--- config.mk ---
export PLATFORM = sky130hd
export DESIGN_NAME = ext_bus_hold_handshake
export DESIGN_NICKNAME = d
export VERILOG_FILES = /design/src/common/bus_hold_pkg.sv /design/src/ext_bus_hold_handshake.sv /design/src/mem_tick_gen.sv
export SDC_FILE = /design/constraint.sdc
export NUM_CORES = 1
export LEC_CHECK = 0
export BUFFER_PORTS_ARGS = -buffer_cell sky130_fd_sc_hd__clkbuf_2
export CAP_MARGIN = 5
export CORE_ASPECT_RATIO = 0.7
export CORE_UTILIZATION = 41
export DETAILED_ROUTE_END_ITERATION = 10
export GPL_TIMING_DRIVEN = 0
export PLACE_DENSITY_LB_ADDON = 0.15
export SYNTH_ARGS = -nofsm -noshare
export SYNTH_HDL_FRONTEND = slang
export SYNTH_HIERARCHICAL = 1
export SYNTH_SLANG_ARGS = --single-unit
export TNS_END_PERCENT = 50
--- constraint.sdc ---
create_clock -name clock -period 1.8 [get_ports clock]
set_input_delay 0.09 -clock clock [delete_from_list [all_inputs] [get_ports clock]]
set_output_delay 0.09 -clock clock [all_outputs]
set_load 0.01 [all_outputs]
--- src/common/bus_hold_pkg.sv ---
package bus_hold_pkg;
  // Memory-interface clock source selections
  typedef enum logic [1:0] {
    SRC_EXT_CLK  = 2'h0,
    SRC_CPU_DIV1 = 2'h1,
    SRC_CPU_DIV2 = 2'h2,
    SRC_CPU_DIV4 = 2'h3
  } clk_src_t;

  // Hold timing in memory-interface clock periods
  localparam int RELEASE_MIN_PERIODS = 4;
  localparam int GRANT_LAG_MAX_PERIODS = 2;
  localparam int RESUME_MIN_PERIODS = 2;
  localparam int RESUME_MAX_PERIODS = 7;
  localparam int SYNC_STAGES = 2;
  localparam int PERIOD_COUNT_WIDTH = 4;

  // Pin group widths
  localparam int CHIP_SELECT_WIDTH = 4;
  localparam int BYTE_ENABLE_WIDTH = 4;
  localparam int DATA_WIDTH = 32;
  localparam int ADDR_MSB = 21;
  localparam int ADDR_LSB = 2;
  localparam int ADDR_WIDTH = ADDR_MSB - ADDR_LSB + 1;

  // Reset values
  localparam logic GRANT_RESET = 1'b1;
  localparam logic [1:0] DIV_RESET = 2'h0;
endpackage

--- src/ext_bus_hold_handshake.sv ---
`timescale 1ns/1ps
`default_nettype none
// Function
// - Grant waits until every pending memory transaction has completed.
// - With grant_block set, the bus is never granted however long the request stays low.
// - Bus outputs float no sooner than 4 memory periods after the request falls.
// - Grant falls after the bus floats, within 0 to 2 memory periods.
// - Bus is driven again 2 to 7 memory periods after the request rises.
// - Grant rises after the bus is driven again, within 0 to 2 memory periods.
// - The tristate select bit chooses a toggling or floating memory clock during hold.
// - A floating memory clock follows the same release and resume timing as the bus.
// - Released outputs are chip selects, byte enables, data, address, strobes, clock enable, bank-3 enable.
// - In SDRAM accesses the shared pins carry column, write and row strobes.
// - The memory period comes from the external clock or CPU clock divided by 1, 2 or 4.
module ext_bus_hold_handshake
  import bus_hold_pkg::*;
(
  input wire logic clock,
  input wire logic reset,
  input wire logic extBusRequestN,
  output logic extBusGrantN,
  input wire logic grantBlock,
  input wire logic clkoutTristateSel,
  input wire bus_hold_pkg::clk_src_t clkSource,
  input wire logic memIfClockIn,
  input wire logic transactionPending,
  input wire logic sdramAccess,
  input wire logic [CHIP_SELECT_WIDTH-1:0] coreChipSelectN,
  input wire logic [BYTE_ENABLE_WIDTH-1:0] coreByteEnableN,
  input wire logic [DATA_WIDTH-1:0] coreDataOut,
  input wire logic coreDataDrive,
  input wire logic [ADDR_WIDTH-1:0] coreAddr,
  input wire logic coreReadStrobeN,
  input wire logic coreWriteStrobeN,
  input wire logic coreOutputEnN,
  input wire logic sdramColStrobeN,
  input wire logic sdramWriteStrobeN,
  input wire logic sdramRowStrobeN,
  input wire logic coreSdramClockEn,
  input wire logic coreSyncOutEnBank3N,
  input wire logic coreMemClock,
  output logic [CHIP_SELECT_WIDTH-1:0] chipSelectN,
  output logic [BYTE_ENABLE_WIDTH-1:0] byteEnableN,
  output logic [DATA_WIDTH-1:0] dataOut,
  output logic dataOe,
  output logic [ADDR_WIDTH-1:0] addrOut,
  output logic sharedReadStrobePin,
  output logic sharedWriteStrobePin,
  output logic sharedOutputEnPin,
  output logic sdramClockEn,
  output logic syncOutEnBank3N,
  output logic busOe,
  output logic memClockOut,
  output logic memClockOe,
  output logic holdActive
);
  // Gray-coded along the request, release, grant, resume path
  typedef enum logic [2:0] {
    ST_OWN     = 3'h0,
    ST_WAIT    = 3'h1,
    ST_FLOAT   = 3'h3,
    ST_GRANTED = 3'h2,
    ST_RESUME  = 3'h6,
    ST_DRIVEN  = 3'h7
  } hold_st_t;

  typedef struct packed {
    logic [SYNC_STAGES-1:0] reqSync;
    hold_st_t st;
    logic [PERIOD_COUNT_WIDTH-1:0] periods;
    logic busDriven;
    logic grantN;
    logic [CHIP_SELECT_WIDTH-1:0] cs;
    logic [BYTE_ENABLE_WIDTH-1:0] be;
    logic [DATA_WIDTH-1:0] data;
    logic dataDrive;
    logic [ADDR_WIDTH-1:0] addr;
    logic rd;
    logic wr;
    logic oe;
    logic cke;
    logic soe3;
  } hold_state_t;

  hold_state_t state;
  hold_state_t next_state;
  logic tick;
  logic reqLow;

  // Memory period tick from selected clock source
  mem_tick_gen tickGen (
    .clock(clock),
    .reset(reset),
    .clkSource(clkSource),
    .memIfClockIn(memIfClockIn),
    .tick(tick)
  );

  // Request acted on only after the second stage
  assign reqLow = ~state.reqSync[SYNC_STAGES-1];

  // Handshake sequencing and pin registers
  always_comb begin
    next_state = state;
    next_state.reqSync = {state.reqSync[SYNC_STAGES-2:0], extBusRequestN};
    if (tick && state.periods != '1) begin
      next_state.periods = state.periods + 4'h1;
    end
    case (state.st)
      ST_OWN: begin
        next_state.periods = '0;
        if (reqLow) begin
          next_state.st = ST_WAIT;
        end
      end
      ST_WAIT: begin
        // Blocked grant just waits; master's request stays low
        if (!reqLow) begin
          next_state.st = ST_OWN;
        end else if (!transactionPending && !grantBlock
            && state.periods >= 4'(RELEASE_MIN_PERIODS)) begin
          next_state.st = ST_FLOAT;
          next_state.busDriven = 1'b0;
          next_state.periods = '0;
        end
      end
      ST_FLOAT: begin
        // One period after floating, within the 2-period window
        if (state.periods >= 4'h1) begin
          next_state.grantN = 1'b0;
          next_state.st = ST_GRANTED;
        end
      end
      ST_GRANTED: begin
        next_state.periods = '0;
        if (!reqLow) begin
          next_state.st = ST_RESUME;
        end
      end
      ST_RESUME: begin
        // Sync latency plus 3 periods stays inside 2..7
        if (state.periods >= 4'(RESUME_MIN_PERIODS + 1)) begin
          next_state.busDriven = 1'b1;
          next_state.periods = '0;
          next_state.st = ST_DRIVEN;
        end
      end
      ST_DRIVEN: begin
        if (state.periods >= 4'h1) begin
          next_state.grantN = 1'b1;
          next_state.st = ST_OWN;
        end
      end
      default: next_state.st = ST_OWN;
    endcase
    // Registered pin values; strobe pins take SDRAM roles when asked
    next_state.cs = coreChipSelectN;
    next_state.be = coreByteEnableN;
    next_state.data = coreDataOut;
    next_state.dataDrive = coreDataDrive;
    next_state.addr = coreAddr;
    next_state.rd = sdramAccess ? sdramColStrobeN : coreReadStrobeN;
    next_state.wr = sdramAccess ? sdramWriteStrobeN : coreWriteStrobeN;
    next_state.oe = sdramAccess ? sdramRowStrobeN : coreOutputEnN;
    next_state.cke = coreSdramClockEn;
    next_state.soe3 = coreSyncOutEnBank3N;
  end

  always_ff @(posedge clock) begin
    if (reset) begin
      state <= '0;
      state.reqSync <= '1;
      state.st <= ST_OWN;
      state.busDriven <= 1'b1;
      state.grantN <= GRANT_RESET;
      state.cs <= '1;
      state.be <= '1;
      state.rd <= 1'b1;
      state.wr <= 1'b1;
      state.oe <= 1'b1;
      state.soe3 <= 1'b1;
    end else begin
      state <= next_state;
    end
  end

  // Released group shares one enable
  assign chipSelectN = state.cs;
  assign byteEnableN = state.be;
  assign dataOut = state.data;
  assign dataOe = state.dataDrive & state.busDriven;
  assign addrOut = state.addr;
  assign sharedReadStrobePin = state.rd;
  assign sharedWriteStrobePin = state.wr;
  assign sharedOutputEnPin = state.oe;
  assign sdramClockEn = state.cke;
  assign syncOutEnBank3N = state.soe3;
  assign busOe = state.busDriven;
  assign extBusGrantN = state.grantN;
  assign holdActive = ~state.grantN;
  // Clock keeps toggling unless selected to float
  assign memClockOut = coreMemClock;
  assign memClockOe = state.busDriven | ~clkoutTristateSel;
endmodule
`default_nettype wire

--- src/mem_tick_gen.sv ---
`timescale 1ns/1ps
`default_nettype none
// Produces one tick per memory-interface clock period
module mem_tick_gen
  import bus_hold_pkg::*;
(
  input wire logic clock,
  input wire logic reset,
  input wire bus_hold_pkg::clk_src_t clkSource,
  input wire logic memIfClockIn,
  output logic tick
);
  typedef struct packed {
    logic [1:0] div;
    logic [SYNC_STAGES-1:0] extSync;
    logic extLast;
  } tick_state_t;

  tick_state_t state;
  tick_state_t next_state;
  logic extRise;

  // Only the second sync stage feeds the edge detector
  assign extRise = state.extSync[1] & ~state.extLast;

  // Divider and external clock edge tracking
  always_comb begin
    next_state = state;
    next_state.div = state.div + 2'h1;
    next_state.extSync = {state.extSync[0], memIfClockIn};
    next_state.extLast = state.extSync[1];
  end

  always_ff @(posedge clock) begin
    if (reset) begin
      state <= '0;
    end else begin
      state <= next_state;
    end
  end

  // Select period source
  always_comb begin
    case (clkSource)
      SRC_EXT_CLK: tick = extRise;
      SRC_CPU_DIV1: tick = 1'b1;
      SRC_CPU_DIV2: tick = state.div[0];
      SRC_CPU_DIV4: tick = (state.div == 2'h3);
      default: tick = 1'b1;
    endcase
  end
endmodule
`default_nettype wire

==> results of run 1 <==
[final cells by class]
| class | count | area share (%) |
|---|---|---|
| Clock buffer | 11 | 2.900 |
| Sequential cell | 82 | 33.67 |
| Timing Repair Buffer | 220 | 29.87 |
| Inverter | 5 | 0.3849 |
| Tap cell | 94 | 2.412 |
| Clock inverter | 5 | 1.771 |
| Buffer | 71 | 10.16 |
| Multi-Input combinational cell | 137 | 18.83 |
[placed cells by master (no fill, tap or decap), types with 8 or more instances in the layout]
| cell type | n |
|---|---|
| buf_4 | 61 |
| clkbuf_1 | 11 |
| clkbuf_2 | 149 |
| clkbuf_8 | 10 |
| dfxtp_1 | 82 |
| dlygate4sd3_1 | 71 |
| nand2_1 | 10 |
| nor2_1 | 8 |
| nor2b_1 | 59 |
| or2_2 | 11 |
[metrics by stage]
| stage | std cells | setup WS, ns | TNS (ns) | power, mW |
|---|---|---|---|---|
| after floorplan | 295 | 0.1092 | 0 | 2.238 |
| after global placement | 538 | -0.08561 | -0.1539 | 2.422 |
| after detailed placement | 538 | -0.1177 | -0.2341 | 2.432 |
| after CTS | 625 | 0.03870 | 0 | 4.061 |
| after global routing | 625 | 0.01172 | 0 | 4.218 |
| final | 625 | 0.07548 | 0 | 4.027 |
[power groups by stage]
stage	sequential, mW	clock (mW)	combinational, mW
finish	1.94	1.50	0.593
global route	1.95	1.63	0.644
CTS	1.93	1.54	0.583
detailed placement	1.98	0	0.455
global placement	1.97	0	0.448
floorplan	1.97	0	0.265
[worst max path at each step]
stage                               from                     end  depth (start not counted)
floorplan           state[68]$_SDFF_PP0_  state[72]$_SDFFE_PP0P_                          5
global placement    state[69]$_SDFF_PP0_  state[72]$_SDFFE_PP0P_                          6
detailed placement  state[69]$_SDFF_PP0_  state[72]$_SDFFE_PP0P_                          6
CTS                 state[68]$_SDFF_PP0_  state[72]$_SDFFE_PP0P_                          5
global route        state[68]$_SDFF_PP0_  state[73]$_SDFFE_PP0P_                          6
finish              state[68]$_SDFF_PP0_  state[72]$_SDFFE_PP0P_                          5
[sequential cells by signal, summed over array words and instances, names as in the netlist]
register and count:
tickGen/state 3, sharedOutputEnPin 1, tickGen/next_state 2, sharedWriteStrobePin 1, chipSelectN 4, dataOut 32, byteEnableN 4, sharedReadStrobePin 1
busOe 1, sdramClockEn 1, extBusGrantN 1, syncOutEnBank3N 1, next_state 1, addrOut 20, state 9
[kinds of logic (layout without fill, tap and decap cells)]
| logic type | count (synthesis) | in the layout | synth area share, % |
|---|---|---|---|
| mux | 3 | 3 | 0.9845 |
| fa+ha+maj | 4 | 4 | 1.641 |
| simple gates | 107 | 107 | 21.04 |
| compound gates | 19 | 19 | 4.512 |
| buf+inv | 76 | 312 | 16.86 |
| xor+xnor | 4 | 4 | 1.149 |
| flops | 82 | 82 | 53.81 |
[metal layers]
metal / routed length [um] / vias to the layer above / global-route usage, %
li1: - / 1339 / -
met1: 3251 / 1147 / 22.17
met2: 3239 / 121 / 31.20
met3: 637 / 6 / 7.099
met4: 68 / 0 / 7.042
met5: 0 / - / 0
[timing repair]
item                       in CTS  in global routing
setup endpoints to repair       2                  3
gates resized for setup         1                  3
hold endpoints to repair       68                  0
hold buffers                   71                  0
pin swaps                       0                  0
==> impl_metrics.env, run 1 <==
export IMPL_p_leak_nw=2.387
export IMPL_coreArea_sq_um=6975
export IMPL_diodes=0
export IMPL_reg2reg_depth=5
export IMPL_ys_types=39
export IMPL_synth_top_area_share_pct=53.81
export IMPL_dpl_hpwl_mm=4.460
export IMPL_grt_overflow=0
export IMPL_area_growth_pct=59.84
export IMPL_multiInputGateArea_sq_um=918.4
export IMPL_route_detailed_drc=0
export IMPL_drv_slew=0
export IMPL_clock_fmax_mhz=579.9
export IMPL_clk_pin_slew_ns=0.08
export IMPL_dieWidth_um=105.1
export IMPL_fin_util_pct=69.90
export IMPL_synth_area_leaders="dfxtp_1 54%, buf_4 15%, nor2b_1 12%"
export IMPL_cts_tree="yes"
export IMPL_r2r_end="state[72]$_SDFFE_PP0P_"
export IMPL_cp_arrival_ns=1.96
export IMPL_via_count=2613
export IMPL_drt_iter0_markers=73
export IMPL_netlist_instances=295
export IMPL_min_to="tickGen/state[3]$_SDFF_PP0_"
export IMPL_criticalPathCategory="reg2reg"
export IMPL_hold_viol_final=0
export IMPL_grt_pass1_wl_mm=11.13
export IMPL_worstReg2RegStart="state[68]$_SDFF_PP0_"
export IMPL_dpl_cell_area_sq_um=3914
export IMPL_synth_top_cell_by_area="dfxtp_1"
export IMPL_synthTopCellsByCount="82 x dfxtp_1, 61 x buf_4, 59 x nor2b_1, 11 x or2_2"
export IMPL_worst_endpoint_required_ns=2.04
export IMPL_wl_per_cell_um=11.52
export IMPL_endpoint_kind="flop"
export IMPL_setup_viol=0
export IMPL_holdPathStages=2
export IMPL_maxCapViolations=0
export IMPL_wl_mm=7.197
export IMPL_maxSlewHeadroom_pct=69.33
export IMPL_cp_slowest_cell="or3_1"
export IMPL_worstPathMaxFanout=4
export IMPL_finalCritPeriodShare_pct=95.81
export IMPL_ff2ff_setup_slack_ns=0.08
export IMPL_nNetsFinal=610
export IMPL_hold_path_startpoint="reset"
export IMPL_postRouteAntennaNets=0
export IMPL_synth_nets=379
export IMPL_rsz0062_at_grt="no"
export IMPL_outcome="finished clean"
export IMPL_cts_buffers=9
export IMPL_drive_gt1_share_pct=45.39
export IMPL_p_comb_share_pct=14.7
export IMPL_via_per_inst=4.181
export IMPL_syn_area_sq_um=3050
export IMPL_grtUsageTotal_pct=18.61
export IMPL_power_density_nw_per_um2=825.9
export IMPL_cpPeakStageDelay_ns=0.37
export IMPL_synthFlopType="dfxtp_1"
export IMPL_initial_utilization_pct=43.73
export IMPL_power_frac_seq_pct=48.1
export IMPL_path_cells="ha_2 > or3_4 > or3_1 > nor4bb_1 > o221a_1"
export IMPL_io_buffers=149
export IMPL_hold_class="in2reg"
export IMPL_grt_max_degree=15
export IMPL_ff_latch_area_sq_um=1642
export IMPL_clock_sinks=82
export IMPL_drt_pass1_iter_count=4
export IMPL_cts_setup_buffers=0
export IMPL_synth_warnings=6
export IMPL_grt_antenna_before_repair=0
export IMPL_cts_root_buf="clkbuf_8"
export IMPL_synth_edf_count=0
export IMPL_path_buf_inv=0
export IMPL_clkPwrFrac_pct=37.2
export IMPL_worst_clock_skew_ns=0.01444
export IMPL_sw_frac_of_total_pct=22.80
export IMPL_io_pins=151
export IMPL_synth_seq_cells=82
export IMPL_die_area_sq_um=7794
export IMPL_crit_path_start_kind="flop"
export IMPL_cts_htree_levels=3
export IMPL_cts_buffer_depth=2
export IMPL_synth_seq_area_share_pct=53.81
export IMPL_clk_latency_ns=0.34
export IMPL_crit_family="simple AND/OR/NAND/NOR gates"
export IMPL_ir_worst_vdd_mv=0.5557
export IMPL_hold_ws_ns=0.04607
export IMPL_rows=25
export IMPL_die_h_um=74.17
export IMPL_first_global_vias=2397
export IMPL_synth_avg_cell_area_sq_um=10.34
export IMPL_async_reset_ff_share_pct=0
export IMPL_gp_congestion=0.8971
export IMPL_synth_most_common_cell="dfxtp_1"
export IMPL_tightestPinTransition_ns=0.4600
export IMPL_fill_cells=538
export IMPL_cell_internal_pwr_mw=3.109
export IMPL_p_sw_mw=0.9181
export IMPL_postLayoutCellArea_sq_um=4876
export IMPL_period_needed_ns=1.725
No activity file was read; power rests on OpenSTA's default activity.
==> inputs of run 2 (changes only) <==
--- a/config.mk
+++ b/config.mk
@@ -8,7 +8,8 @@
 export BUFFER_PORTS_ARGS = -buffer_cell sky130_fd_sc_hd__clkbuf_2
 export CAP_MARGIN = 5
 export CORE_ASPECT_RATIO = 0.7
-export CORE_UTILIZATION = 41
+export CORE_UTILIZATION = 43
+export CTS_BUF_LIST = sky130_fd_sc_hd__clkbuf_8
 export DETAILED_ROUTE_END_ITERATION = 10
 export GPL_TIMING_DRIVEN = 0
 export PLACE_DENSITY_LB_ADDON = 0.15
==> impl_metrics.env, run 2 (same netlist as run 1, synthesis figures left out) <==
export IMPL_fin_util_pct=71.28
export IMPL_cts_buffer_depth=2
export IMPL_coreArea_sq_um=6819
export IMPL_dieWidth_um=102.7
export IMPL_dpl_hpwl_mm=4.020
export IMPL_drt_pass1_iter_count=5
export IMPL_ff2ff_setup_slack_ns=0.05
export IMPL_dpl_cell_area_sq_um=3914
export IMPL_tightestPinTransition_ns=0.4656
export IMPL_route_detailed_drc=0
export IMPL_maxSlewHeadroom_pct=68.96
export IMPL_die_h_um=72.47
export IMPL_worst_endpoint_required_ns=2.03
export IMPL_via_count=2617
export IMPL_cts_tree="yes"
export IMPL_wl_mm=7.608
export IMPL_initial_utilization_pct=44.73
export IMPL_ir_worst_vdd_mv=0.5636
export IMPL_ff_latch_area_sq_um=1642
export IMPL_path_cells="ha_2 > or3_4 > or3_1 > nor4bb_1 > o221a_1"
export IMPL_cts_buffers=9
export IMPL_drt_iter0_markers=110
export IMPL_nNetsFinal=611
export IMPL_maxCapViolations=0
export IMPL_path_buf_inv=0
export IMPL_grt_antenna_before_repair=0
export IMPL_dp_slack_ns=-0.06958
export IMPL_grt_pass1_wl_mm=11.27
export IMPL_p_leak_nw=2.375
export IMPL_setup_viol=0
export IMPL_grt_overflow=0
export IMPL_endpoint_kind="flop"
export IMPL_diodes=0
export IMPL_via_per_inst=4.187
export IMPL_fill_cells=481
export IMPL_finalCritPeriodShare_pct=97.30
export IMPL_final_setup_worst_slack_ns=0.04869
export IMPL_io_buffers=149
export IMPL_largest_reg_flops=32
export IMPL_rsz0062_at_grt="no"
export IMPL_grt_max_degree=14
export IMPL_power_density_nw_per_um2=818.4
export IMPL_cp_slowest_cell="or3_1"
export IMPL_crit_path_start_kind="flop"
export IMPL_final_common_cell="clkbuf_2"
export IMPL_outcome="finished clean"
export IMPL_gp_congestion=0.7715
export IMPL_cts_root_buf="clkbuf_8"
export IMPL_io_pins=151
export IMPL_rows=25
export IMPL_drive_gt1_share_pct=45.01
export IMPL_hold_ws_ns=0.2259
export IMPL_postLayoutCellArea_sq_um=4861
export IMPL_worst_clock_skew_ns=0.007888
export IMPL_worstPathMaxFanout=4
export IMPL_multiInputGateArea_sq_um=903.4
export IMPL_period_needed_ns=1.751
export IMPL_hold_viol_final=0
export IMPL_postRouteAntennaNets=0
export IMPL_cts_htree_levels=3
export IMPL_hold_class="in2reg"
export IMPL_criticalPathCategory="reg2reg"
export IMPL_cp_arrival_ns=1.98
export IMPL_layout_common_cells="149 x clkbuf_2, 82 x dfxtp_1, 72 x dlygate4sd3_1"
export IMPL_clock_fmax_mhz=571.0
export IMPL_drv_slew=0
export IMPL_first_global_vias=2554
export IMPL_die_area_sq_um=7440
export IMPL_wl_per_cell_um=12.17
export IMPL_area_growth_pct=59.35
export IMPL_grtUsageTotal_pct=20.34
export IMPL_crit_family="simple AND/OR/NAND/NOR gates"
export IMPL_clock_sinks=82
export IMPL_clk_pin_slew_ns=0.07
export IMPL_clk_latency_ns=0.34
export IMPL_p_total_mw=3.978
export IMPL_cpPeakStageDelay_ns=0.37
run 2: final timing paths:
path / startpoint / endpoint / cells past startpoint
worst min-delay path: clkSource[0] / state[69]$_SDFF_PP0_ / 5
worst min register to register: next_state[76]$_SDFF_PP1_ / state[76]$_SDFF_PP1_ / 1
worst max register to register: state[68]$_SDFF_PP0_ / state[72]$_SDFFE_PP0P_ / 5
worst max-delay path: state[68]$_SDFF_PP0_ / state[72]$_SDFFE_PP0P_ / 5
run 2: layout make-up:
cell class	count	share of cell area (%)
clock inverter	5	1.647
clock buffer	10	2.831
tap	94	2.420
inverter	5	0.3861
sequential	82	33.77
timing repair buffer	221	30.17
buffer	71	10.19
multi-input combinational	137	18.58
run 2: what timing repair did:
item / 4_1_cts / 5_1_grt
hold endpoints to repair: 69 / 0
resized for setup: 1 / 1
buffers inserted: 0 / 0
setup endpoints to repair: 2 / 1
hold buffers: 72 / 0
run 2: power breakdown:
group          total (mW)  switching (mW)  leakage (nW)  internal [mW]
combinational       0.599           0.228          1.58          0.371
sequential           1.94          0.0309         0.681           1.91
clock                1.44           0.633         0.110          0.809
total                3.98           0.892          2.37           3.09
run 2: per-stage QoR:
step,setup TNS (ns),std cells
2_1_floorplan,0,295
5_1_grt,0,625
6_report,0,625
3_5_place_dp,-0.1153,538
4_1_cts,0,625
3_3_place_gp,-0.02418,538
run 2: tightest hold or removal path, stage by stage:
cell and delay (ns):
clkbuf_2 0.09, nand2_1 0.04, a2bb2oi_1 0.16, nand3_1 0.08, a21oi_1 0.05
run 2: routing by layer:
metal  GRT usage (%)  vias to the layer above  routed length (um)
met5               0                        -                   0
met1           21.80                     1138                3171
li1                -                     1338                   -
met4           7.619                        0                  90
met3           9.730                        8                 824
met2           34.81                      133                3521
==> inputs of run 3 (changes only) <==
--- a/config.mk
+++ b/config.mk
@@ -7,7 +7,6 @@
 export LEC_CHECK = 0
 export BUFFER_PORTS_ARGS = -buffer_cell sky130_fd_sc_hd__clkbuf_2
 export CAP_MARGIN = 5
-export CORE_ASPECT_RATIO = 0.7
 export CORE_UTILIZATION = 43
 export CTS_BUF_LIST = sky130_fd_sc_hd__clkbuf_8
 export DETAILED_ROUTE_END_ITERATION = 10
==> impl_metrics.env, run 3 (same netlist as run 1, synthesis figures left out) <==
export IMPL_outcome="finished clean"
export IMPL_cts_buffers=9
export IMPL_dieWidth_um=86.23
export IMPL_hold_class="in2reg"
export IMPL_clock_sinks=82
export IMPL_io_buffers=149
export IMPL_initial_utilization_pct=44.65
export IMPL_dpl_cell_area_sq_um=3916
export IMPL_hold_viol_final=0
export IMPL_coreArea_sq_um=6832
export IMPL_cts_buffer_depth=2
export IMPL_criticalPathCategory="reg2reg"
export IMPL_stdcell_count=627
export IMPL_layout_common_cells="149 x clkbuf_2, 81 x dfxtp_1, 71 x dlygate4sd3_1"
export IMPL_die_area_sq_um=7435
export IMPL_largest_reg_flops=32
export IMPL_worst_endpoint_required_ns=2.03
export IMPL_cts_root_buf="clkbuf_8"
export IMPL_via_count=2607
export IMPL_clock_fmax_mhz=571.4
export IMPL_drt_pass1_iter_count=4
export IMPL_cts_tree="yes"
export IMPL_rsz0062_at_grt="no"
export IMPL_drt_iter0_markers=50
export IMPL_drive_gt1_share_pct=45.57
export IMPL_diodes=0
export IMPL_period_needed_ns=1.750
export IMPL_dpl_hpwl_mm=4.157
export IMPL_cts_htree_levels=3
export IMPL_maxSlewHeadroom_pct=67.97
export IMPL_dpl_cell_count=540
export IMPL_io_pins=151
export IMPL_rows=30
export IMPL_postLayoutCellArea_sq_um=4870
export IMPL_wl_per_cell_um=11.26
export IMPL_worst_clock_skew_ns=0.008842
export IMPL_wl_mm=7.059
export IMPL_setup_viol=0
export IMPL_cts_setup_buffers=0
export IMPL_maxCapViolations=0
export IMPL_grt_max_degree=15
export IMPL_first_global_vias=2550
export IMPL_power_density_nw_per_um2=822.3
export IMPL_finalCritPeriodShare_pct=97.23
export IMPL_clk_pin_slew_ns=0.09
export IMPL_postRouteAntennaNets=0
export IMPL_die_h_um=86.23
export IMPL_grt_antenna_before_repair=0
export IMPL_grtUsageTotal_pct=19.31
export IMPL_final_common_cell="clkbuf_2"
export IMPL_ir_worst_vdd_mv=0.5354
export IMPL_p_leak_nw=2.376
export IMPL_via_per_inst=4.158
export IMPL_worstPathMaxFanout=4
export IMPL_clk_latency_ns=0.34
export IMPL_grt_pass1_wl_mm=11.01
export IMPL_endpoint_kind="flop"
export IMPL_cp_arrival_ns=1.98
export IMPL_tightestPinTransition_ns=0.4805
export IMPL_nNetsFinal=610
export IMPL_gp_congestion=0.7674
export IMPL_route_detailed_drc=0
export IMPL_crit_path_start_kind="flop"
export IMPL_drv_slew=0
export IMPL_area_growth_pct=59.64
export IMPL_grt_overflow=0
run 3: cell types whose count changed in the layout (fill, tap and decap cells not counted), sizes merged:
cell         previous run  this run
clkinvlp                1         2
dlygate4sd3            72        71
clkinv                  1         0
inv                     6         7
run 3: power breakdown:
group          total, mW  internal, mW  switching [mW]
logic              0.587         0.369           0.218
registers           1.93          1.91          0.0287
clock network       1.48         0.824           0.658
total               4.00          3.10           0.905
run 3: path summary, 6_finish.rpt:
| check | depth (start not counted) | endpoint | slack (ns) | start |
|---|---|---|---|---|
| max | 5 | state[72]$_SDFFE_PP0P_ | 0.05 | state[68]$_SDFF_PP0_ |
| min | 2 | tickGen/state[3]$_SDFF_PP0_ | 0.03 | reset |
| max reg2reg | 5 | state[72]$_SDFFE_PP0P_ | 0.05 | state[68]$_SDFF_PP0_ |
| min reg2reg | 1 | state[76]$_SDFF_PP1_ | 0.41 | next_state[76]$_SDFF_PP1_ |
run 3: what timing repair did:
action | in CTS | in global routing
hold endpoints to repair | 68 | 0
endpoints found under the setup margin | 2 | 1
gates cloned | 0 | 0
hold buffers | 71 | 0
gates resized for setup | 1 | 3
run 3: worst max-delay path, stage by stage (launching register included):
cell and delay [ns]:
dfxtp_2 0.34, ha_2 0.20, or3_4 0.35, or3_4 0.38, nor4bb_1 0.14, o221a_1 0.23
run 3: routing by layer:
metal  routed length, um  global-route usage, %
met5                   0                      0
met3                 425                  6.571
met4                  85                  6.970
met1                2739                  19.93
met2                3808                  36.08
run 3: through the flow:
stage	TNS (ns)	worst slack [ns]	utilization [%]	power, mW	hold slack, ns
2_1_floorplan	0	0.1092	-	2.238	0.1567
3_3_place_gp	-0.08024	-0.05845	57.33	2.418	0.2741
3_5_place_dp	-0.1259	-0.08432	57.33	2.428	0.2750
4_1_cts	0	0.02258	71.15	4.039	0.02774
5_1_grt	0	0.004353	71.28	4.194	0.04257
6_report	0	0.04988	71.28	4.004	0.03323
run 3: layout make-up:
class                           instances  area (sq um)
Fill cell                             514          1962
Sequential cell                        82          1643
Buffer                                 71         495.5
Clock inverter                          6         90.09
Tap cell                               96         120.1
Timing Repair Buffer                  220          1456
Multi-Input combinational cell        137         908.4
Clock buffer                           10         137.6
Inverter                                5         18.77
